==> src/rtl/pwt_pkg.sv <==
/*
  package of the pci window translation block: register offsets, field positions,
  reset values, command codes and the packed request and answer carriers.
  assumes a module-base relative register port and a single 50 MHz clock.
*/
package pwt_pkg;

    // register offsets relative to module_base
    localparam logic [11:0] OFS_TGT_WIN1_XLT = 12'hB68;
    localparam logic [11:0] OFS_TGT_CONTROL  = 12'hB6C;
    localparam logic [11:0] OFS_INI_WIN0_MAP = 12'hB70;
    localparam logic [11:0] OFS_INI_WIN1_MAP = 12'hB74;
    localparam logic [11:0] OFS_INI_WIN2_MAP = 12'hB78;
    localparam logic [11:0] OFS_INI_WIN_CFG  = 12'hB80;
    localparam logic [11:0] OFS_CFG_ADDR     = 12'hB8C;

    // reset values
    localparam logic [31:0] RST_ZERO = 32'h0000_0000;

    // writable bit masks
    localparam logic [31:0] MSK_TGT_WIN1_XLT = 32'hC000_0001;
    localparam logic [31:0] MSK_TGT_CONTROL  = 32'h0101_0000;
    localparam logic [31:0] MSK_INI_WIN_MAP  = 32'hFFFF_FF00;
    localparam logic [31:0] MSK_INI_WIN_CFG  = 32'h0F0F_0F00;
    localparam logic [31:0] MSK_CFG_ADDR     = 32'h8000_0000;

    // field positions
    localparam int POS_XLT_HI      = 30;
    localparam int POS_XLT_EN      = 0;
    localparam int POS_LAT_DIS     = 24;
    localparam int POS_PREFETCH    = 16;
    localparam int POS_WIN_BASE    = 24;
    localparam int POS_WIN_MASK    = 16;
    localparam int POS_WIN_XLT     = 8;
    localparam int POS_CFG_MAP_EN  = 31;
    localparam int POS_CTL_IO      = 3;
    localparam int POS_CTL_RCMD    = 1;
    localparam int POS_CTL_EN      = 0;
    localparam int POS_WIN0_CTL    = 24;
    localparam int POS_WIN1_CTL    = 16;
    localparam int POS_WIN2_CTL    = 8;

    // pci latency rule limits, in pci clocks
    localparam logic [4:0] LAT_FIRST = 5'h10;
    localparam logic [4:0] LAT_NEXT  = 5'h08;

    localparam int NUM_WIN = 3;

    // pci bus commands
    localparam logic [3:0] CMD_INT_ACK   = 4'h0;
    localparam logic [3:0] CMD_IO_RD     = 4'h2;
    localparam logic [3:0] CMD_IO_WR     = 4'h3;
    localparam logic [3:0] CMD_MEM_RD    = 4'h6;
    localparam logic [3:0] CMD_MEM_WR    = 4'h7;
    localparam logic [3:0] CMD_CFG_RD    = 4'hA;
    localparam logic [3:0] CMD_CFG_WR    = 4'hB;
    localparam logic [3:0] CMD_MEM_RD_M  = 4'hC;
    localparam logic [3:0] CMD_MEM_RD_L  = 4'hE;

    // read command select codes
    localparam logic [1:0] RCS_READ      = 2'h0;
    localparam logic [1:0] RCS_LINE      = 2'h1;
    localparam logic [1:0] RCS_MULTIPLE  = 2'h2;

    typedef struct packed {
        logic        valid;
        logic        write;
        logic [31:0] addr;
    } pwt_ini_req_t;

    typedef struct packed {
        logic        hit;
        logic [1:0]  win;
        logic        cfg_cycle;
        logic [3:0]  cmd;
        logic [31:0] addr;
    } pwt_ini_ans_t;

    typedef struct packed {
        logic        valid;
        logic        mem_rd_mult;
        logic        read;
        logic [31:0] addr;
    } pwt_tgt_req_t;

    typedef struct packed {
        logic        hit;
        logic        abort;
        logic        prefetch;
        logic [31:0] addr;
    } pwt_tgt_ans_t;

endpackage

==> src/rtl/pwt_top.sv <==
/*
  pci window translation: target window 1 remap, target control (latency rule,
  prefetch) and three masked initiator windows with command selection.
  assumes a module-base relative register port, pci signals already
  synchronous to clk except the frame pin, and one 50 MHz clock.
*/
//
// Contract
// - bar1 hit replaces top two address bits
// - window disabled: bar1 hit aborts transaction
// - translation value rewritable at run time
// - latency rule disable suppresses 16/8 disconnects
// - only internal reads retried; writes held
// - no timeout; inbound denied while blocked
// - prefetch continues while frame and space
// - prefetch only bar1; read multiple always
// - translate unmasked bits, pass masked bits
// - translation always active; identity by equals
// - three independent identically laid out windows
// - control bit 3 selects memory or io
// - bits 2:1 pick memory read command
// - control bit 0 gates window decoding
// - config mapping turns io windows config
`timescale 1ns/1ps
`default_nettype none
module pwt_top (
    // clock and reset
    input  wire logic                 clk,
    input  wire logic                 reset_n,
    // register port
    input  wire logic                 reg_sel,
    input  wire logic                 reg_wr,
    input  wire logic [11:0]          reg_addr,
    input  wire logic [31:0]          reg_wdata,
    output logic      [31:0]          reg_rdata,
    output logic                      reg_ack,
    // initiator side request and answer
    input  wire pwt_pkg::pwt_ini_req_t ini_req,
    output pwt_pkg::pwt_ini_ans_t     ini_ans,
    // target side request and answer
    input  wire pwt_pkg::pwt_tgt_req_t tgt_req,
    output pwt_pkg::pwt_tgt_ans_t     tgt_ans,
    // target flow status
    input  wire logic                 pci_frame_pin_n,
    input  wire logic                 tgt_data_beat,
    input  wire logic                 tgt_first_beat,
    input  wire logic                 rd_buf_space,
    input  wire logic                 wr_buf_full,
    input  wire logic                 int_write_open,
    input  wire logic                 rd_prefetched,
    input  wire logic                 int_write_posted,
    input  wire logic                 io_write_done,
    input  wire logic                 int_read_blocked,
    output logic                      tgt_retry,
    output logic                      tgt_deny_inbound,
    output logic                      tgt_fetch_line,
    output logic                      int_read_retry,
    output logic                      int_write_hold
);

    ////////////////////////////////////////////////////////////////////////////
    // registers

    logic [31:0] xlt1_q, xlt1_d;
    logic [31:0] tctl_q, tctl_d;
    logic [31:0] wcfg_q, wcfg_d;
    logic [31:0] cadr_q, cadr_d;
    logic [31:0] rdat_q, rdat_d;
    logic        ack_q, ack_d;
    logic        win_wr;
    logic [1:0]  win_idx;
    logic [31:0] win_rd;
    logic [31:0] win_word [pwt_pkg::NUM_WIN];
    logic        rd_win_q, rd_win_d;

    // map a register offset to a window slot, 3 when none
    function automatic logic [1:0] win_slot(input logic [11:0] a);
        unique case (a)
            pwt_pkg::OFS_INI_WIN0_MAP: win_slot = 2'h0;
            pwt_pkg::OFS_INI_WIN1_MAP: win_slot = 2'h1;
            pwt_pkg::OFS_INI_WIN2_MAP: win_slot = 2'h2;
            default:                   win_slot = 2'h3;
        endcase
    endfunction

    assign win_idx = win_slot(reg_addr);
    assign win_wr  = reg_sel && reg_wr && (win_idx != 2'h3);

    always_comb begin
        xlt1_d   = xlt1_q;
        tctl_d   = tctl_q;
        wcfg_d   = wcfg_q;
        cadr_d   = cadr_q;
        rdat_d   = pwt_pkg::RST_ZERO;
        rd_win_d = 1'b0;
        ack_d    = reg_sel;
        if (reg_sel && reg_wr) begin
            unique case (reg_addr)
                pwt_pkg::OFS_TGT_WIN1_XLT: xlt1_d = reg_wdata & pwt_pkg::MSK_TGT_WIN1_XLT;
                pwt_pkg::OFS_TGT_CONTROL:  tctl_d = reg_wdata & pwt_pkg::MSK_TGT_CONTROL;
                pwt_pkg::OFS_INI_WIN_CFG:  wcfg_d = reg_wdata & pwt_pkg::MSK_INI_WIN_CFG;
                pwt_pkg::OFS_CFG_ADDR:     cadr_d = reg_wdata & pwt_pkg::MSK_CFG_ADDR;
                default: ;
            endcase
        end else if (reg_sel) begin
            unique case (reg_addr)
                pwt_pkg::OFS_TGT_WIN1_XLT: rdat_d = xlt1_q;
                pwt_pkg::OFS_TGT_CONTROL:  rdat_d = tctl_q;
                pwt_pkg::OFS_INI_WIN_CFG:  rdat_d = wcfg_q;
                pwt_pkg::OFS_CFG_ADDR:     rdat_d = cadr_q;
                default:                   rd_win_d = (win_idx != 2'h3);
            endcase
        end
    end

    always_ff @(posedge clk or negedge reset_n) begin
        if (!reset_n) begin
            xlt1_q   <= pwt_pkg::RST_ZERO;
            tctl_q   <= pwt_pkg::RST_ZERO;
            wcfg_q   <= pwt_pkg::RST_ZERO;
            cadr_q   <= pwt_pkg::RST_ZERO;
            rdat_q   <= pwt_pkg::RST_ZERO;
            ack_q    <= 1'b0;
            rd_win_q <= 1'b0;
        end else begin
            xlt1_q   <= xlt1_d;
            tctl_q   <= tctl_d;
            wcfg_q   <= wcfg_d;
            cadr_q   <= cadr_d;
            rdat_q   <= rdat_d;
            ack_q    <= ack_d;
            rd_win_q <= rd_win_d;
        end
    end

    pwt_win_regs u_win (
        .clk     (clk),
        .reset_n (reset_n),
        .wr_en   (win_wr),
        .wr_idx  (win_idx),
        .wr_data (reg_wdata),
        .rd_idx  (win_idx),
        .rd_data (win_rd),
        .words   (win_word)
    );

    assign reg_rdata = rd_win_q ? win_rd : rdat_q;
    assign reg_ack   = ack_q;

    ////////////////////////////////////////////////////////////////////////////
    // initiator window decode

    logic [3:0] win_ctl [pwt_pkg::NUM_WIN];
    logic [2:0] win_hit;
    logic [7:0] win_top [pwt_pkg::NUM_WIN];

    assign win_ctl[0] = wcfg_q[pwt_pkg::POS_WIN0_CTL +: 4];
    assign win_ctl[1] = wcfg_q[pwt_pkg::POS_WIN1_CTL +: 4];
    assign win_ctl[2] = wcfg_q[pwt_pkg::POS_WIN2_CTL +: 4];

    for (genvar g = 0; g < pwt_pkg::NUM_WIN; g++) begin : g_win
        logic [7:0] base;
        logic [7:0] mask;
        logic [7:0] xlt;
        assign base = win_word[g][pwt_pkg::POS_WIN_BASE +: 8];
        assign mask = win_word[g][pwt_pkg::POS_WIN_MASK +: 8];
        assign xlt  = win_word[g][pwt_pkg::POS_WIN_XLT +: 8];
        assign win_hit[g] = win_ctl[g][pwt_pkg::POS_CTL_EN]
            && (((ini_req.addr[31:24] ^ base) & ~mask) == 8'h00);
        assign win_top[g] = (xlt & ~mask) | (ini_req.addr[31:24] & mask);
    end

    pwt_pkg::pwt_ini_ans_t ini_q, ini_d;
    logic [1:0]            sel;
    logic [3:0]            ctl;

    always_comb begin
        sel = 2'h0;
        if (win_hit[0]) begin
            sel = 2'h0;
        end else if (win_hit[1]) begin
            sel = 2'h1;
        end else begin
            sel = 2'h2;
        end
        ctl = win_ctl[sel];
        ini_d           = '0;
        ini_d.hit       = ini_req.valid && (win_hit != 3'h0);
        ini_d.win       = sel;
        ini_d.addr      = {win_top[sel], ini_req.addr[23:0]};
        if (ctl[pwt_pkg::POS_CTL_IO]) begin
            ini_d.cfg_cycle = cadr_q[pwt_pkg::POS_CFG_MAP_EN];
            if (cadr_q[pwt_pkg::POS_CFG_MAP_EN]) begin
                ini_d.cmd = ini_req.write ? pwt_pkg::CMD_CFG_WR : pwt_pkg::CMD_CFG_RD;
            end else begin
                ini_d.cmd = ini_req.write ? pwt_pkg::CMD_IO_WR : pwt_pkg::CMD_IO_RD;
            end
        end else if (ini_req.write) begin
            ini_d.cmd = pwt_pkg::CMD_MEM_WR;
        end else begin
            unique case (ctl[pwt_pkg::POS_CTL_RCMD +: 2])
                pwt_pkg::RCS_READ:     ini_d.cmd = pwt_pkg::CMD_MEM_RD;
                pwt_pkg::RCS_LINE:     ini_d.cmd = pwt_pkg::CMD_MEM_RD_L;
                pwt_pkg::RCS_MULTIPLE: ini_d.cmd = pwt_pkg::CMD_MEM_RD_M;
                default:               ini_d.cmd = pwt_pkg::CMD_MEM_RD;
            endcase
        end
    end

    always_ff @(posedge clk or negedge reset_n) begin
        if (!reset_n) begin
            ini_q <= '0;
        end else begin
            ini_q <= ini_d;
        end
    end

    assign ini_ans = ini_q;

    ////////////////////////////////////////////////////////////////////////////
    // target window 1 and flow control

    logic frame_s1_q, frame_s2_q;
    logic frame_act;
    logic lat_dis;
    logic pref_en;

    always_ff @(posedge clk or negedge reset_n) begin
        if (!reset_n) begin
            frame_s1_q <= 1'b1;
            frame_s2_q <= 1'b1;
        end else begin
            frame_s1_q <= pci_frame_pin_n;
            frame_s2_q <= frame_s1_q;
        end
    end

    assign frame_act = !frame_s2_q;
    assign lat_dis   = tctl_q[pwt_pkg::POS_LAT_DIS];
    assign pref_en   = tctl_q[pwt_pkg::POS_PREFETCH];

    pwt_pkg::pwt_tgt_ans_t tgt_q, tgt_d;
    logic [4:0] lat_q, lat_d;
    logic       first_q, first_d;
    logic       pf_q, pf_d;
    logic       retry_q, retry_d;
    logic       deny_q, deny_d;
    logic       fetch_q, fetch_d;
    logic       rrty_q, rrty_d;
    logic       hold_q, hold_d;
    logic       blocked;

    always_comb begin
        tgt_d          = '0;
        tgt_d.hit      = tgt_req.valid;
        tgt_d.abort    = tgt_req.valid && !xlt1_q[pwt_pkg::POS_XLT_EN];
        tgt_d.addr     = {xlt1_q[pwt_pkg::POS_XLT_HI +: 2], tgt_req.addr[29:0]};
        tgt_d.prefetch = tgt_req.valid && tgt_req.read
                         && (pref_en || tgt_req.mem_rd_mult);
        pf_d = pf_q;
        if (tgt_d.prefetch && !tgt_d.abort) begin
            pf_d = 1'b1;
        end else if (!frame_act) begin
            pf_d = 1'b0;
        end
        fetch_d = pf_q && frame_act && rd_buf_space;
        // latency counter, restarts on each data beat
        first_d = first_q;
        lat_d   = lat_q;
        retry_d = 1'b0;
        if (!frame_act) begin
            first_d = 1'b1;
            lat_d   = 5'h00;
        end else if (tgt_data_beat) begin
            first_d = tgt_first_beat ? 1'b1 : 1'b0;
            lat_d   = 5'h00;
        end else begin
            lat_d = lat_q + 5'h01;
            if (!lat_dis && (lat_d >= (first_q ? pwt_pkg::LAT_FIRST : pwt_pkg::LAT_NEXT))) begin
                retry_d = 1'b1;
                lat_d   = 5'h00;
            end
            if (lat_dis && lat_q == 5'h1F) begin
                lat_d = lat_q;
            end
        end
        blocked = int_write_open && (!rd_prefetched || wr_buf_full);
        deny_d  = lat_dis && blocked;
        rrty_d  = int_read_blocked;
        hold_d  = int_write_open && !(int_write_posted || io_write_done);
    end

    always_ff @(posedge clk or negedge reset_n) begin
        if (!reset_n) begin
            tgt_q   <= '0;
            lat_q   <= 5'h00;
            first_q <= 1'b1;
            pf_q    <= 1'b0;
            retry_q <= 1'b0;
            deny_q  <= 1'b0;
            fetch_q <= 1'b0;
            rrty_q  <= 1'b0;
            hold_q  <= 1'b0;
        end else begin
            tgt_q   <= tgt_d;
            lat_q   <= lat_d;
            first_q <= first_d;
            pf_q    <= pf_d;
            retry_q <= retry_d;
            deny_q  <= deny_d;
            fetch_q <= fetch_d;
            rrty_q  <= rrty_d;
            hold_q  <= hold_d;
        end
    end

    assign tgt_ans          = tgt_q;
    assign tgt_retry        = retry_q;
    assign tgt_deny_inbound = deny_q;
    assign tgt_fetch_line   = fetch_q;
    assign int_read_retry   = rrty_q;
    assign int_write_hold   = hold_q;

    ////////////////////////////////////////////////////////////////////////////
    // checks

    a_bar1_abort_off: assert property (@(posedge clk) disable iff (!reset_n)
        tgt_req.valid && !xlt1_q[0] |=> tgt_ans.abort)
        else $error("bar1 hit with window off not aborted");

    a_bar1_top_bits: assert property (@(posedge clk) disable iff (!reset_n)
        tgt_req.valid |=> tgt_ans.addr[31:30] == $past(xlt1_q[31:30]))
        else $error("bar1 top bits not translated");

    a_no_retry_lat: assert property (@(posedge clk) disable iff (!reset_n)
        lat_dis && $past(lat_dis) |-> !tgt_retry)
        else $error("latency retry while rule disabled");

    a_deny_blocked: assert property (@(posedge clk) disable iff (!reset_n)
        lat_dis && int_write_open && wr_buf_full |=> tgt_deny_inbound)
        else $error("inbound not denied while blocked");

    a_fetch_needs_frame: assert property (@(posedge clk) disable iff (!reset_n)
        tgt_fetch_line |-> $past(frame_act) && $past(rd_buf_space))
        else $error("fetch without frame or space");

    a_win_disabled: assert property (@(posedge clk) disable iff (!reset_n)
        ini_req.valid && win_ctl[0][0] == 1'b0 && win_ctl[1][0] == 1'b0
        && win_ctl[2][0] == 1'b0 |=> !ini_ans.hit)
        else $error("hit on disabled windows");

    a_low_win_wins: assert property (@(posedge clk) disable iff (!reset_n)
        ini_req.valid && win_hit[0] |=> ini_ans.win == 2'h0)
        else $error("lowest window not chosen");

    a_io_no_memrd: assert property (@(posedge clk) disable iff (!reset_n)
        ini_req.valid && win_hit[0] && win_ctl[0][3] && !cadr_q[31] && !ini_req.write
        |=> ini_ans.cmd == pwt_pkg::CMD_IO_RD)
        else $error("io window did not give io read");

endmodule
`default_nettype wire

==> src/rtl/pwt_win_regs.sv <==
/*
  little register memory that holds the three initiator window map words.
  assumes single-port writes from the register port; read data is registered.
*/
`timescale 1ns/1ps
`default_nettype none
module pwt_win_regs (
    // clock and reset
    input  wire logic        clk,
    input  wire logic        reset_n,
    // write port
    input  wire logic        wr_en,
    input  wire logic [1:0]  wr_idx,
    input  wire logic [31:0] wr_data,
    // read port
    input  wire logic [1:0]  rd_idx,
    output logic      [31:0] rd_data,
    // all words for decode
    output logic      [31:0] words [pwt_pkg::NUM_WIN]
);

    logic [31:0] mem_q [pwt_pkg::NUM_WIN];
    logic [31:0] mem_d [pwt_pkg::NUM_WIN];
    logic [31:0] rd_q;
    logic [31:0] rd_d;

    always_comb begin
        for (int i = 0; i < pwt_pkg::NUM_WIN; i++) begin
            mem_d[i] = mem_q[i];
            if (wr_en && wr_idx == 2'(i)) begin
                mem_d[i] = wr_data & pwt_pkg::MSK_INI_WIN_MAP;
            end
        end
        rd_d = (rd_idx < 2'h3) ? mem_q[rd_idx] : pwt_pkg::RST_ZERO;
    end

    always_ff @(posedge clk or negedge reset_n) begin
        if (!reset_n) begin
            for (int i = 0; i < pwt_pkg::NUM_WIN; i++) begin
                mem_q[i] <= pwt_pkg::RST_ZERO;
            end
            rd_q <= pwt_pkg::RST_ZERO;
        end else begin
            mem_q <= mem_d;
            rd_q  <= rd_d;
        end
    end

    assign rd_data = rd_q;
    assign words   = mem_q;

endmodule
`default_nettype wire

==> config.mk <==
export PLATFORM = sky130hd
export DESIGN_NAME = pwt_top
export DESIGN_NICKNAME = d
export VERILOG_FILES = /design/src/rtl/pwt_pkg.sv /design/src/rtl/pwt_top.sv /design/src/rtl/pwt_win_regs.sv
export SDC_FILE = /design/constraint.sdc
export NUM_CORES = 1
export LEC_CHECK = 0
export CAP_MARGIN = 30
export CORE_MARGIN = 2
export CORE_UTILIZATION = 35
export DETAILED_ROUTE_END_ITERATION = 6
export DONT_BUFFER_PORTS = 1
export GPL_TIMING_DRIVEN = 1
export PLACE_DENSITY_LB_ADDON = 0.2
export SETUP_SLACK_MARGIN = 0.02
export SLEW_MARGIN = 20
export SYNTH_ARGS = -nofsm -noshare
export SYNTH_HDL_FRONTEND = slang
export SYNTH_HIERARCHICAL = 1
export SYNTH_SLANG_ARGS = --single-unit
==> constraint.sdc <==
create_clock -name clk -period 3.4 [get_ports clk]
set_clock_uncertainty 0.1 [all_clocks]
set_input_delay 1.02 -clock clk [delete_from_list [all_inputs] [get_ports clk]]
set_output_delay 1.02 -clock clk [all_outputs]
set_load 0.05 [all_outputs]
==> results of run 1 <==
==> power by group through the flow <==
stage          clock network, W  registers (W)  logic (W)
3_3_place_gp                  0        0.00286  0.0000472
5_1_grt                 0.00303        0.00282  0.0000533
4_1_cts                 0.00292        0.00282  0.0000488
6_report                0.00283        0.00282  0.0000489
2_1_floorplan                 0        0.00286  0.0000588
3_5_place_dp                  0        0.00286  0.0000484
==> through the flow <==
step           std cells  setup WS (ns)  hold slack [ns]  cell area (sq um)  total power, W
3_5_place_dp         973          0.159            0.249               9400         0.00291
4_1_cts             1019          0.232           0.0776              10300         0.00579
5_1_grt             1019          0.186           0.0769              10300         0.00590
3_3_place_gp         973          0.180            0.248               9400         0.00291
2_1_floorplan        665          0.164            0.245               9080         0.00291
6_report            1019          0.304           0.0989              10300         0.00570
==> worst max-delay path, stage by stage, from the launching register on <==
cell and delay, ns:
dfrtp_1 0.72, buf_12 0.24, mux2_2 0.50
==> how the worst max path moves through the flow <==
stage,cells past startpoint,start,endpoint,slack [ns]
after floorplan,11,ini_req[30],ini_ans[35],0.16
after global placement,9,ini_req[28],ini_ans[35],0.18
after detailed placement,9,ini_req[28],ini_ans[35],0.16
after CTS,2,rd_win_q,reg_rdata[26],0.23
after global routing,2,rd_win_q,reg_rdata[26],0.19
final,2,rd_win_q,reg_rdata[26],0.30
==> registers in the layout, summed over array words and instances, names as in the netlist, 2 cells and up <==
register / count
u_win/words: 72
ini_ans: 40
tgt_ans: 35
u_win/rd_data: 24
rdat_q: 15
wcfg_q: 12
lat_q: 5
xlt1_q: 3
tctl_q: 2
==> cell type report <==
type	count	area, sq um	share of cell area, %
clock buffers	31	678	6.60
clock inverters	15	204	1.98
inverters	4	15.0	0.146
multi-input cells	399	3270	31.8
flip-flops and latches	220	5510	53.6
well taps	330	413	4.02
repair buffers	20	188	1.83
==> per-layer routing <==
| layer | global-route usage [%] | part of all wire [%] | wire, um |
|---|---|---|---|
| met1 | 21.5 | 41 | 9450 |
| met3 | 4.72 | 9.2 | 2110 |
| met5 | 0 | 0 | 0 |
| met2 | 27.6 | 48 | 10900 |
| met4 | 4.39 | 1.7 | 384 |
==> flow_summary.ini, run 1 <==
[status]
status = finished clean

[job]
cap_violations = 0

[worst_setup_path]
end_kind = output port
r2r-start = u_win/words[60]
timing.rr.end = ini_ans[35]
r2r_slack_ns = 0.72
arrival_ns = 1.98
start_kind = flop
rr_worst_depth = 9
cp.required_ns = 2.28
critPathKind = flop to output port
path_max_fanout = 24

[worst_hold_path]
hold_path_class = input pin to asynchronous set/reset pin

[sta]
finalSetupTns_ns = 0
slew_headroom_pct = 59.0
fmax_mhz = 323
hold_violations = 0
timing.final.crit_share_pct = 91.1
setup_viol = 0
rsz0062_at_grt = false
post-route-min-period_ns = 3.10
slew_viol_final = 0
worst_pin_slew_ns = 0.615

[cells_and_area]
final_cell_mix = dfrtp_1, mux2_2, mux2i_1
layout_commonest_cell = dfrtp_1
syn_to_final_growth_pct = 13.5
drive_gt1_share_pct = 26.7
final_nets = 803
final_core_util_pct = 40.7
antenna_cells = 0
num-fill-cells = 2421

[cts]
ctsResizeCount = 0
clock-root-buffer = clkbuf_16
clockBufferDepth = 3
cts_htree_levels = 1
clkSinkCount = 220
cts_tree = yes
hold_buffers = 0
postCtsSetupBuffers = 0
cts_buffers = 25
cts.clk_slew.worst_paths_ns = 0.06
clkLatencyLatePin_ns = 0.52

[floorplan]
start_util_pct = 35.9
fp.dieW_um = 165
io_pins = 240
dieArea_sq_um = 27200
fp-row-count = 58
core_area_sq_um = 25300
die_h_um = 165

[drt]
finalWirelength_mm = 22.8
num_vias = 5256
drc = 0
dr.pass1.iters = 4
avgViaCountPerCell = 5.16
wl_per_cell_um = 22.4
drt_first_iter_violations = 259
postRouteAntennaNets = 0

[synth]
yosysWarnings = 6
syn-cell-area_sq_um = 9050
syn-instance-count = 658
syn_avg_cell_area_sq_um = 13.8

[pwr]
ir_drop_mv = 0.416
pwr-share-comb_pct = 0.9
seq_power_share_pct = 49.4
power.density_nw_per_um2 = 554
leakage_nw = 4.91
clock_power_share_pct = 49.7
sw_frac_of_total_pct = 21.4
power.switching_w = 0.00122
cell_internal_pwr_w = 0.00448

[grt]
overflow = 0
grt_pass1_wl_mm = 34.2
grt_start_max_net_pins = 221
grt_pass1_vias = 5800
antenna_found_initial = 0
grt_usage_pct = 16.7

[placed_design]
portBuffers = 0
dp_hpwl_mm = 15.7
gp_routability_congestion = 0.811
No activity file was read; power rests on OpenSTA's default activity.
==> run 2: changes to the inputs <==
SYNTH_HIERARCHICAL = unset   (was 1)
==> run 2 against run 1 <==
Against the previous run:
- final cell count up 1.2%
- clock power shrank 7.4%
- fmax grew 14%
- global-route usage is 0.14 points lower
- largest power group is now sequential cells
- largest cell class unchanged
- area after synthesis decreased by 1.0%
- sequential share of layout area up 0.96 points
- worst hold slack got worse by 0.0063 ns
- non-clock buffer count is 6 lower
- flip-flop and latch count is the same
- count of clock-buffer cells in the layout rose by 3
==> flow_summary.ini, run 2 <==
[status]
status = finished clean

[synth]
syn_avg_cell_area_sq_um = 13.2
ys_seq_elements = 220
syn-cell-area_sq_um = 8960
ys.flop_type = dfrtp_1
synth.most_common_cell = dfrtp_1
synthArstFlopShare_pct = 100
synth_common_cells = dfrtp_1, mux2_2, nand2_1, mux2i_1, o21ai_0
syn-instance-count = 678
synth_cell_types = 51
yosysWarnings = 0
yosysSeqAreaShare_pct = 61.5
synth_area_leaders = dfrtp_1, mux2_2, mux2i_1
synth_top_area_share_pct = 60.6
synth_edf_count = 0
synth_top_area_cell = dfrtp_1

[worst_setup_path]
critPathKind = flop to output port
arrival_ns = 1.60
start_kind = flop
path_max_fanout = 12
crit_family = multiplexers
cp_slowest_cell = mux2_2
cp.required_ns = 2.28
path_buf_inv = 1
r2r_slack_ns = 0.84
critPathMaxStageDelay_ns = 0.49
crit_chain = buf_4, mux2_2
end_kind = output port

[pwr]
clock_power_share_pct = 47.6
power.switching_w = 0.00126
sw_frac_of_total_pct = 22.9
seq_power_share_pct = 51.1
power.density_nw_per_um2 = 546
ir_drop_mv = 0.336
pwr-share-comb_pct = 1.3
leakage_nw = 4.60
cell_internal_pwr_w = 0.00425

[cts]
cts_htree_levels = 1
cts_tree = yes
clockBufferDepth = 3
ctsResizeCount = 0
cts_buffers = 25
hold_buffers = 0
cts.clk_slew.worst_paths_ns = 0.06
postCtsSetupBuffers = 0
clkSinkCount = 220
clock-root-buffer = clkbuf_16
clkLatencyLatePin_ns = 0.53

[sta]
rsz0062_at_grt = false
setup_viol = 0
post-route-min-period_ns = 2.72
slew_viol_final = 0
fin_hold_ws_ns = 0.0926
slew_headroom_pct = 49.2
finalSetupTns_ns = 0
worst_pin_slew_ns = 0.762
hold_violations = 0
timing.final.crit_share_pct = 80.1
fmax_mhz = 367

[drt]
avgViaCountPerCell = 5.07
dr.pass1.iters = 4
wl_per_cell_um = 21.4
postRouteAntennaNets = 0
finalWirelength_mm = 22.1
num_vias = 5228
drc = 0
drt_first_iter_violations = 326

[floorplan]
die_h_um = 164
fp-row-count = 58
start_util_pct = 35.6
io_pins = 240
fp.dieW_um = 164
dieArea_sq_um = 26900
core_area_sq_um = 25200

[cells_and_area]
final_cell_mix = dfrtp_1, mux2_2, nand2_1
num-fill-cells = 2342
layout_commonest_cell = dfrtp_1
largest_reg_flops = 72
drive_gt1_share_pct = 23.7
final_core_util_pct = 40.1
final_nets = 817
antenna_cells = 0
syn_to_final_growth_pct = 12.7

[grt]
grt_pass1_wl_mm = 33.7
grt_pass1_vias = 5605
grt_usage_pct = 16.5
grt_start_max_net_pins = 221
overflow = 0
antenna_found_initial = 0

[placed_design]
gp_routability_congestion = 0.800
dp_hpwl_mm = 15.1
portBuffers = 0

[worst_hold_path]
hold_path_class = input pin to asynchronous set/reset pin

[job]
cap_violations = 0
-- run 2: final timing paths --
path | endpoint | from | cells past startpoint
setup / recovery | reg_rdata[17] | rd_win_q | 2
hold / removal | lat_q[0] | reset_n | 0
setup reg to reg | ini_ans[30] | u_win.words[93] | 7
hold reg to reg | frame_s2_q | frame_s1_q | 0
max in group asynchronous | ini_ans[30] | reset_n | 0
min in group clk | frame_s2_q | frame_s1_q | 0
-- run 2: cell families (layout without fill, tap and decap cells) --
kind of cell	after synthesis	count (layout)	share of synthesized area, %
compound gates	88	88	6.14
xor+xnor	26	26	2.54
flops	220	220	61.5
other cells	1	7	0.0419
mux	140	140	17.1
simple gates	150	150	8.95
buf+inv	47	64	2.88
fa+ha+maj	6	6	0.838
-- run 2: worst register-to-register path, stage by stage (launching register included) --
cell and delay [ns]:
dfrtp_1 0.40, xnor2_1 0.15, o22ai_1 0.15, or3_1 0.42, nor2_1 0.32, buf_4 0.29
a21oi_1 0.20, o31a_1 0.40
-- run 2: per-stage QoR --
stage / setup slack [ns] / instances / total power [W] / instance area, sq um
4_1_cts: 0.629 / 1031 / 0.00560 / 10100
2_1_floorplan: 0.111 / 684 / 0.00294 / 8980
3_5_place_dp: 0.197 / 987 / 0.00294 / 9280
5_1_grt: 0.584 / 1031 / 0.00572 / 10100
3_3_place_gp: 0.209 / 987 / 0.00294 / 9280
6_report: 0.675 / 1031 / 0.00551 / 10100
-- run 2: layout make-up --
| class | count | area [sq um] | share of cell area (%) |
|---|---|---|---|
| inverter | 6 | 22.5 | 0.223 |
| timing repair buffer | 14 | 118 | 1.16 |
| tap | 330 | 413 | 4.09 |
| clock buffer | 34 | 719 | 7.12 |
| sequential | 220 | 5510 | 54.5 |
| multi-input combinational | 417 | 3220 | 31.9 |
| clock inverter | 10 | 96.3 | 0.954 |
-- run 2: power groups by stage --
stage	Combinational (W)	Clock (W)	Sequential, W
finish	0.0000703	0.00262	0.00282
CTS	0.0000704	0.00271	0.00282
global placement	0.0000692	0	0.00287
detailed placement	0.0000701	0	0.00287
global route	0.0000765	0.00282	0.00282
floorplan	0.0000769	0	0.00286
-- run 2: layer usage --
metal  track usage (%)  share of wire, %  up-vias
met5                 0                 0        -
met3              4.52               7.3       32
met4              4.74               1.8        0
li1                  -                 -     2352
met1              20.4                41     2697
met2              28.3                50      147
==> run 3: changes to the inputs <==
clock period = 2.65 ns   (was 3.4 ns; I/O delays follow)
==> run 3 against run 2 <==
Against the previous run:
- the flow now finishes with violations (hold timing)
- sequential share of layout area decreased by 2.1 points
- design area increased by 4.1%
- register-to-register slack got worse by 0.61 ns
- via count increased by 2.6%
- power increased by 32%
- routed wire length increased by 1.5%
- die area unchanged
- global-route usage increased by 0.14 points
- count of clock-buffer cells in the layout decreased by 3
- first-iteration DRC count decreased by 27%
- clock power increased by 37%
- largest cell class unchanged
==> flow_summary.ini, run 3 (synthesis gave the netlist of run 2 again) <==
[status]
status = finished, violations left
violations = hold timing

[pwr]
sw_frac_of_total_pct = 22.8
leakage_nw = 4.83
power.density_nw_per_um2 = 695
ir_drop_mv = 0.487
seq_power_share_pct = 49.6
pwr-share-comb_pct = 1.3
clock_power_share_pct = 49.1
cell_internal_pwr_w = 0.00563
power.switching_w = 0.00167

[grt]
overflow = 0
grt_pass1_wl_mm = 34.2
grt_pass1_vias = 5654
grt_start_max_net_pins = 221
antenna_found_initial = 0
grt_usage_pct = 16.6

[floorplan]
fp.dieW_um = 164
core_area_sq_um = 25200
dieArea_sq_um = 26900
die_h_um = 164
start_util_pct = 35.6
io_pins = 240
fp-row-count = 58

[cells_and_area]
final_nets = 847
syn_to_final_growth_pct = 17.3
antenna_cells = 0
layout_commonest_cell = dfrtp_1
drive_gt1_share_pct = 27.3
final_cell_mix = dfrtp_1, mux2_2, nand2_1
largest_reg_flops = 72
num-fill-cells = 2294
final_cells = 1062

[drt]
avgViaCountPerCell = 5.05
drc = 0
dr.pass1.iters = 4
postRouteAntennaNets = 0
met3WireLength_mm = 1.45
top_layer_used = met4
wl_per_cell_um = 21.1
finalWirelength_mm = 22.4
num_vias = 5363
met2_wirelength_mm = 11.4
wl_met1_mm = 9.21
drt_first_iter_violations = 237

[worst_setup_path]
start_kind = flop
end_kind = output port
critPathKind = flop to output port
r2r_slack_ns = 0.23
r2r-start = u_win.words[92]
cp.required_ns = 1.76
timing.rr.end = ini_ans[39]
arrival_ns = 1.59
rr_worst_depth = 8
path_max_fanout = 12

[cts]
cts_htree_levels = 1
postCtsSetupBuffers = 0
clock-root-buffer = clkbuf_16
cts_buffers = 25
cts_tree = yes
clkSinkCount = 220
ctsResizeCount = 0
cts.clk_slew.worst_paths_ns = 0.05
clockBufferDepth = 3
clkLatencyLatePin_ns = 0.54

[worst_hold_path]
hold_path_class = input pin to asynchronous set/reset pin

[sta]
slew_headroom_pct = 46.9
worst_pin_slew_ns = 0.796
post-route-min-period_ns = 2.49
timing.final.crit_share_pct = 93.8
slew_viol_final = 0
setup_viol = 0
hold_violations = 107
fin_hold_ws_ns = -0.110
fmax_mhz = 402
rsz0062_at_grt = false

[job]
cap_violations = 0

[placed_design]
numPlacedInstances = 1017
gp_routability_congestion = 0.788
dp_hpwl_mm = 15.6
portBuffers = 0
## run 3: layer usage
layer,track usage (%),vias up
met5,0,-
met4,4.27,0
met3,4.42,31
met2,28.2,136
met1,21.1,2784
li1,-,2412
## run 3: area by class of cell
cell class	count	area, sq um	share of cell area [%]
inverters	6	22.5	0.214
repair buffers	44	380	3.62
well taps	330	413	3.93
clock buffers	31	658	6.26
multi-input cells	417	3320	31.6
flip-flops and latches	220	5510	52.4
clock inverters	14	206	1.96
## run 3: worst max-delay path by stage
stage / cells past startpoint / start / to / slack [ns]
after global routing: 8 / lat_q[0] / lat_q[2] / 0.08
after CTS: 2 / rd_win_q / reg_rdata[9] / 0.13
after floorplan: 10 / ini_req[25] / ini_ans[35] / -0.20
final: 2 / rd_win_q / reg_rdata[17] / 0.16
after global placement: 10 / ini_req[24] / ini_ans[35] / -0.25
after detailed placement: 6 / reg_addr[10] / u_win.words[87] / -0.26
## run 3: power groups by stage
stage | logic (W) | clock network [W] | registers, W
after floorplan | 0.000102 | 0 | 0.00367
after global placement | 0.0000948 | 0 | 0.00368
after detailed placement | 0.0000958 | 0 | 0.00368
after CTS | 0.0000962 | 0.00369 | 0.00362
after global routing | 0.000105 | 0.00384 | 0.00362
final | 0.0000958 | 0.00359 | 0.00362
## run 3: stage by stage
step	TNS, ns	area, sq um	total power (W)	setup slack, ns	utilization, %
2_1_floorplan	-8.08	9100	0.00377	-0.201	-
3_3_place_gp	-12.15	9640	0.00377	-0.250	38.3
3_5_place_dp	-13.98	9640	0.00378	-0.257	38.3
4_1_cts	0	10500	0.00741	0.131	41.7
5_1_grt	0	10500	0.00756	0.0801	41.7
6_report	0	10500	0.00730	0.164	41.7
## run 3: worst max-delay path, cell delays in order (launching register included)
cell	delay, ns
dfrtp_1	0.34
buf_4	0.23
mux2_2	0.49
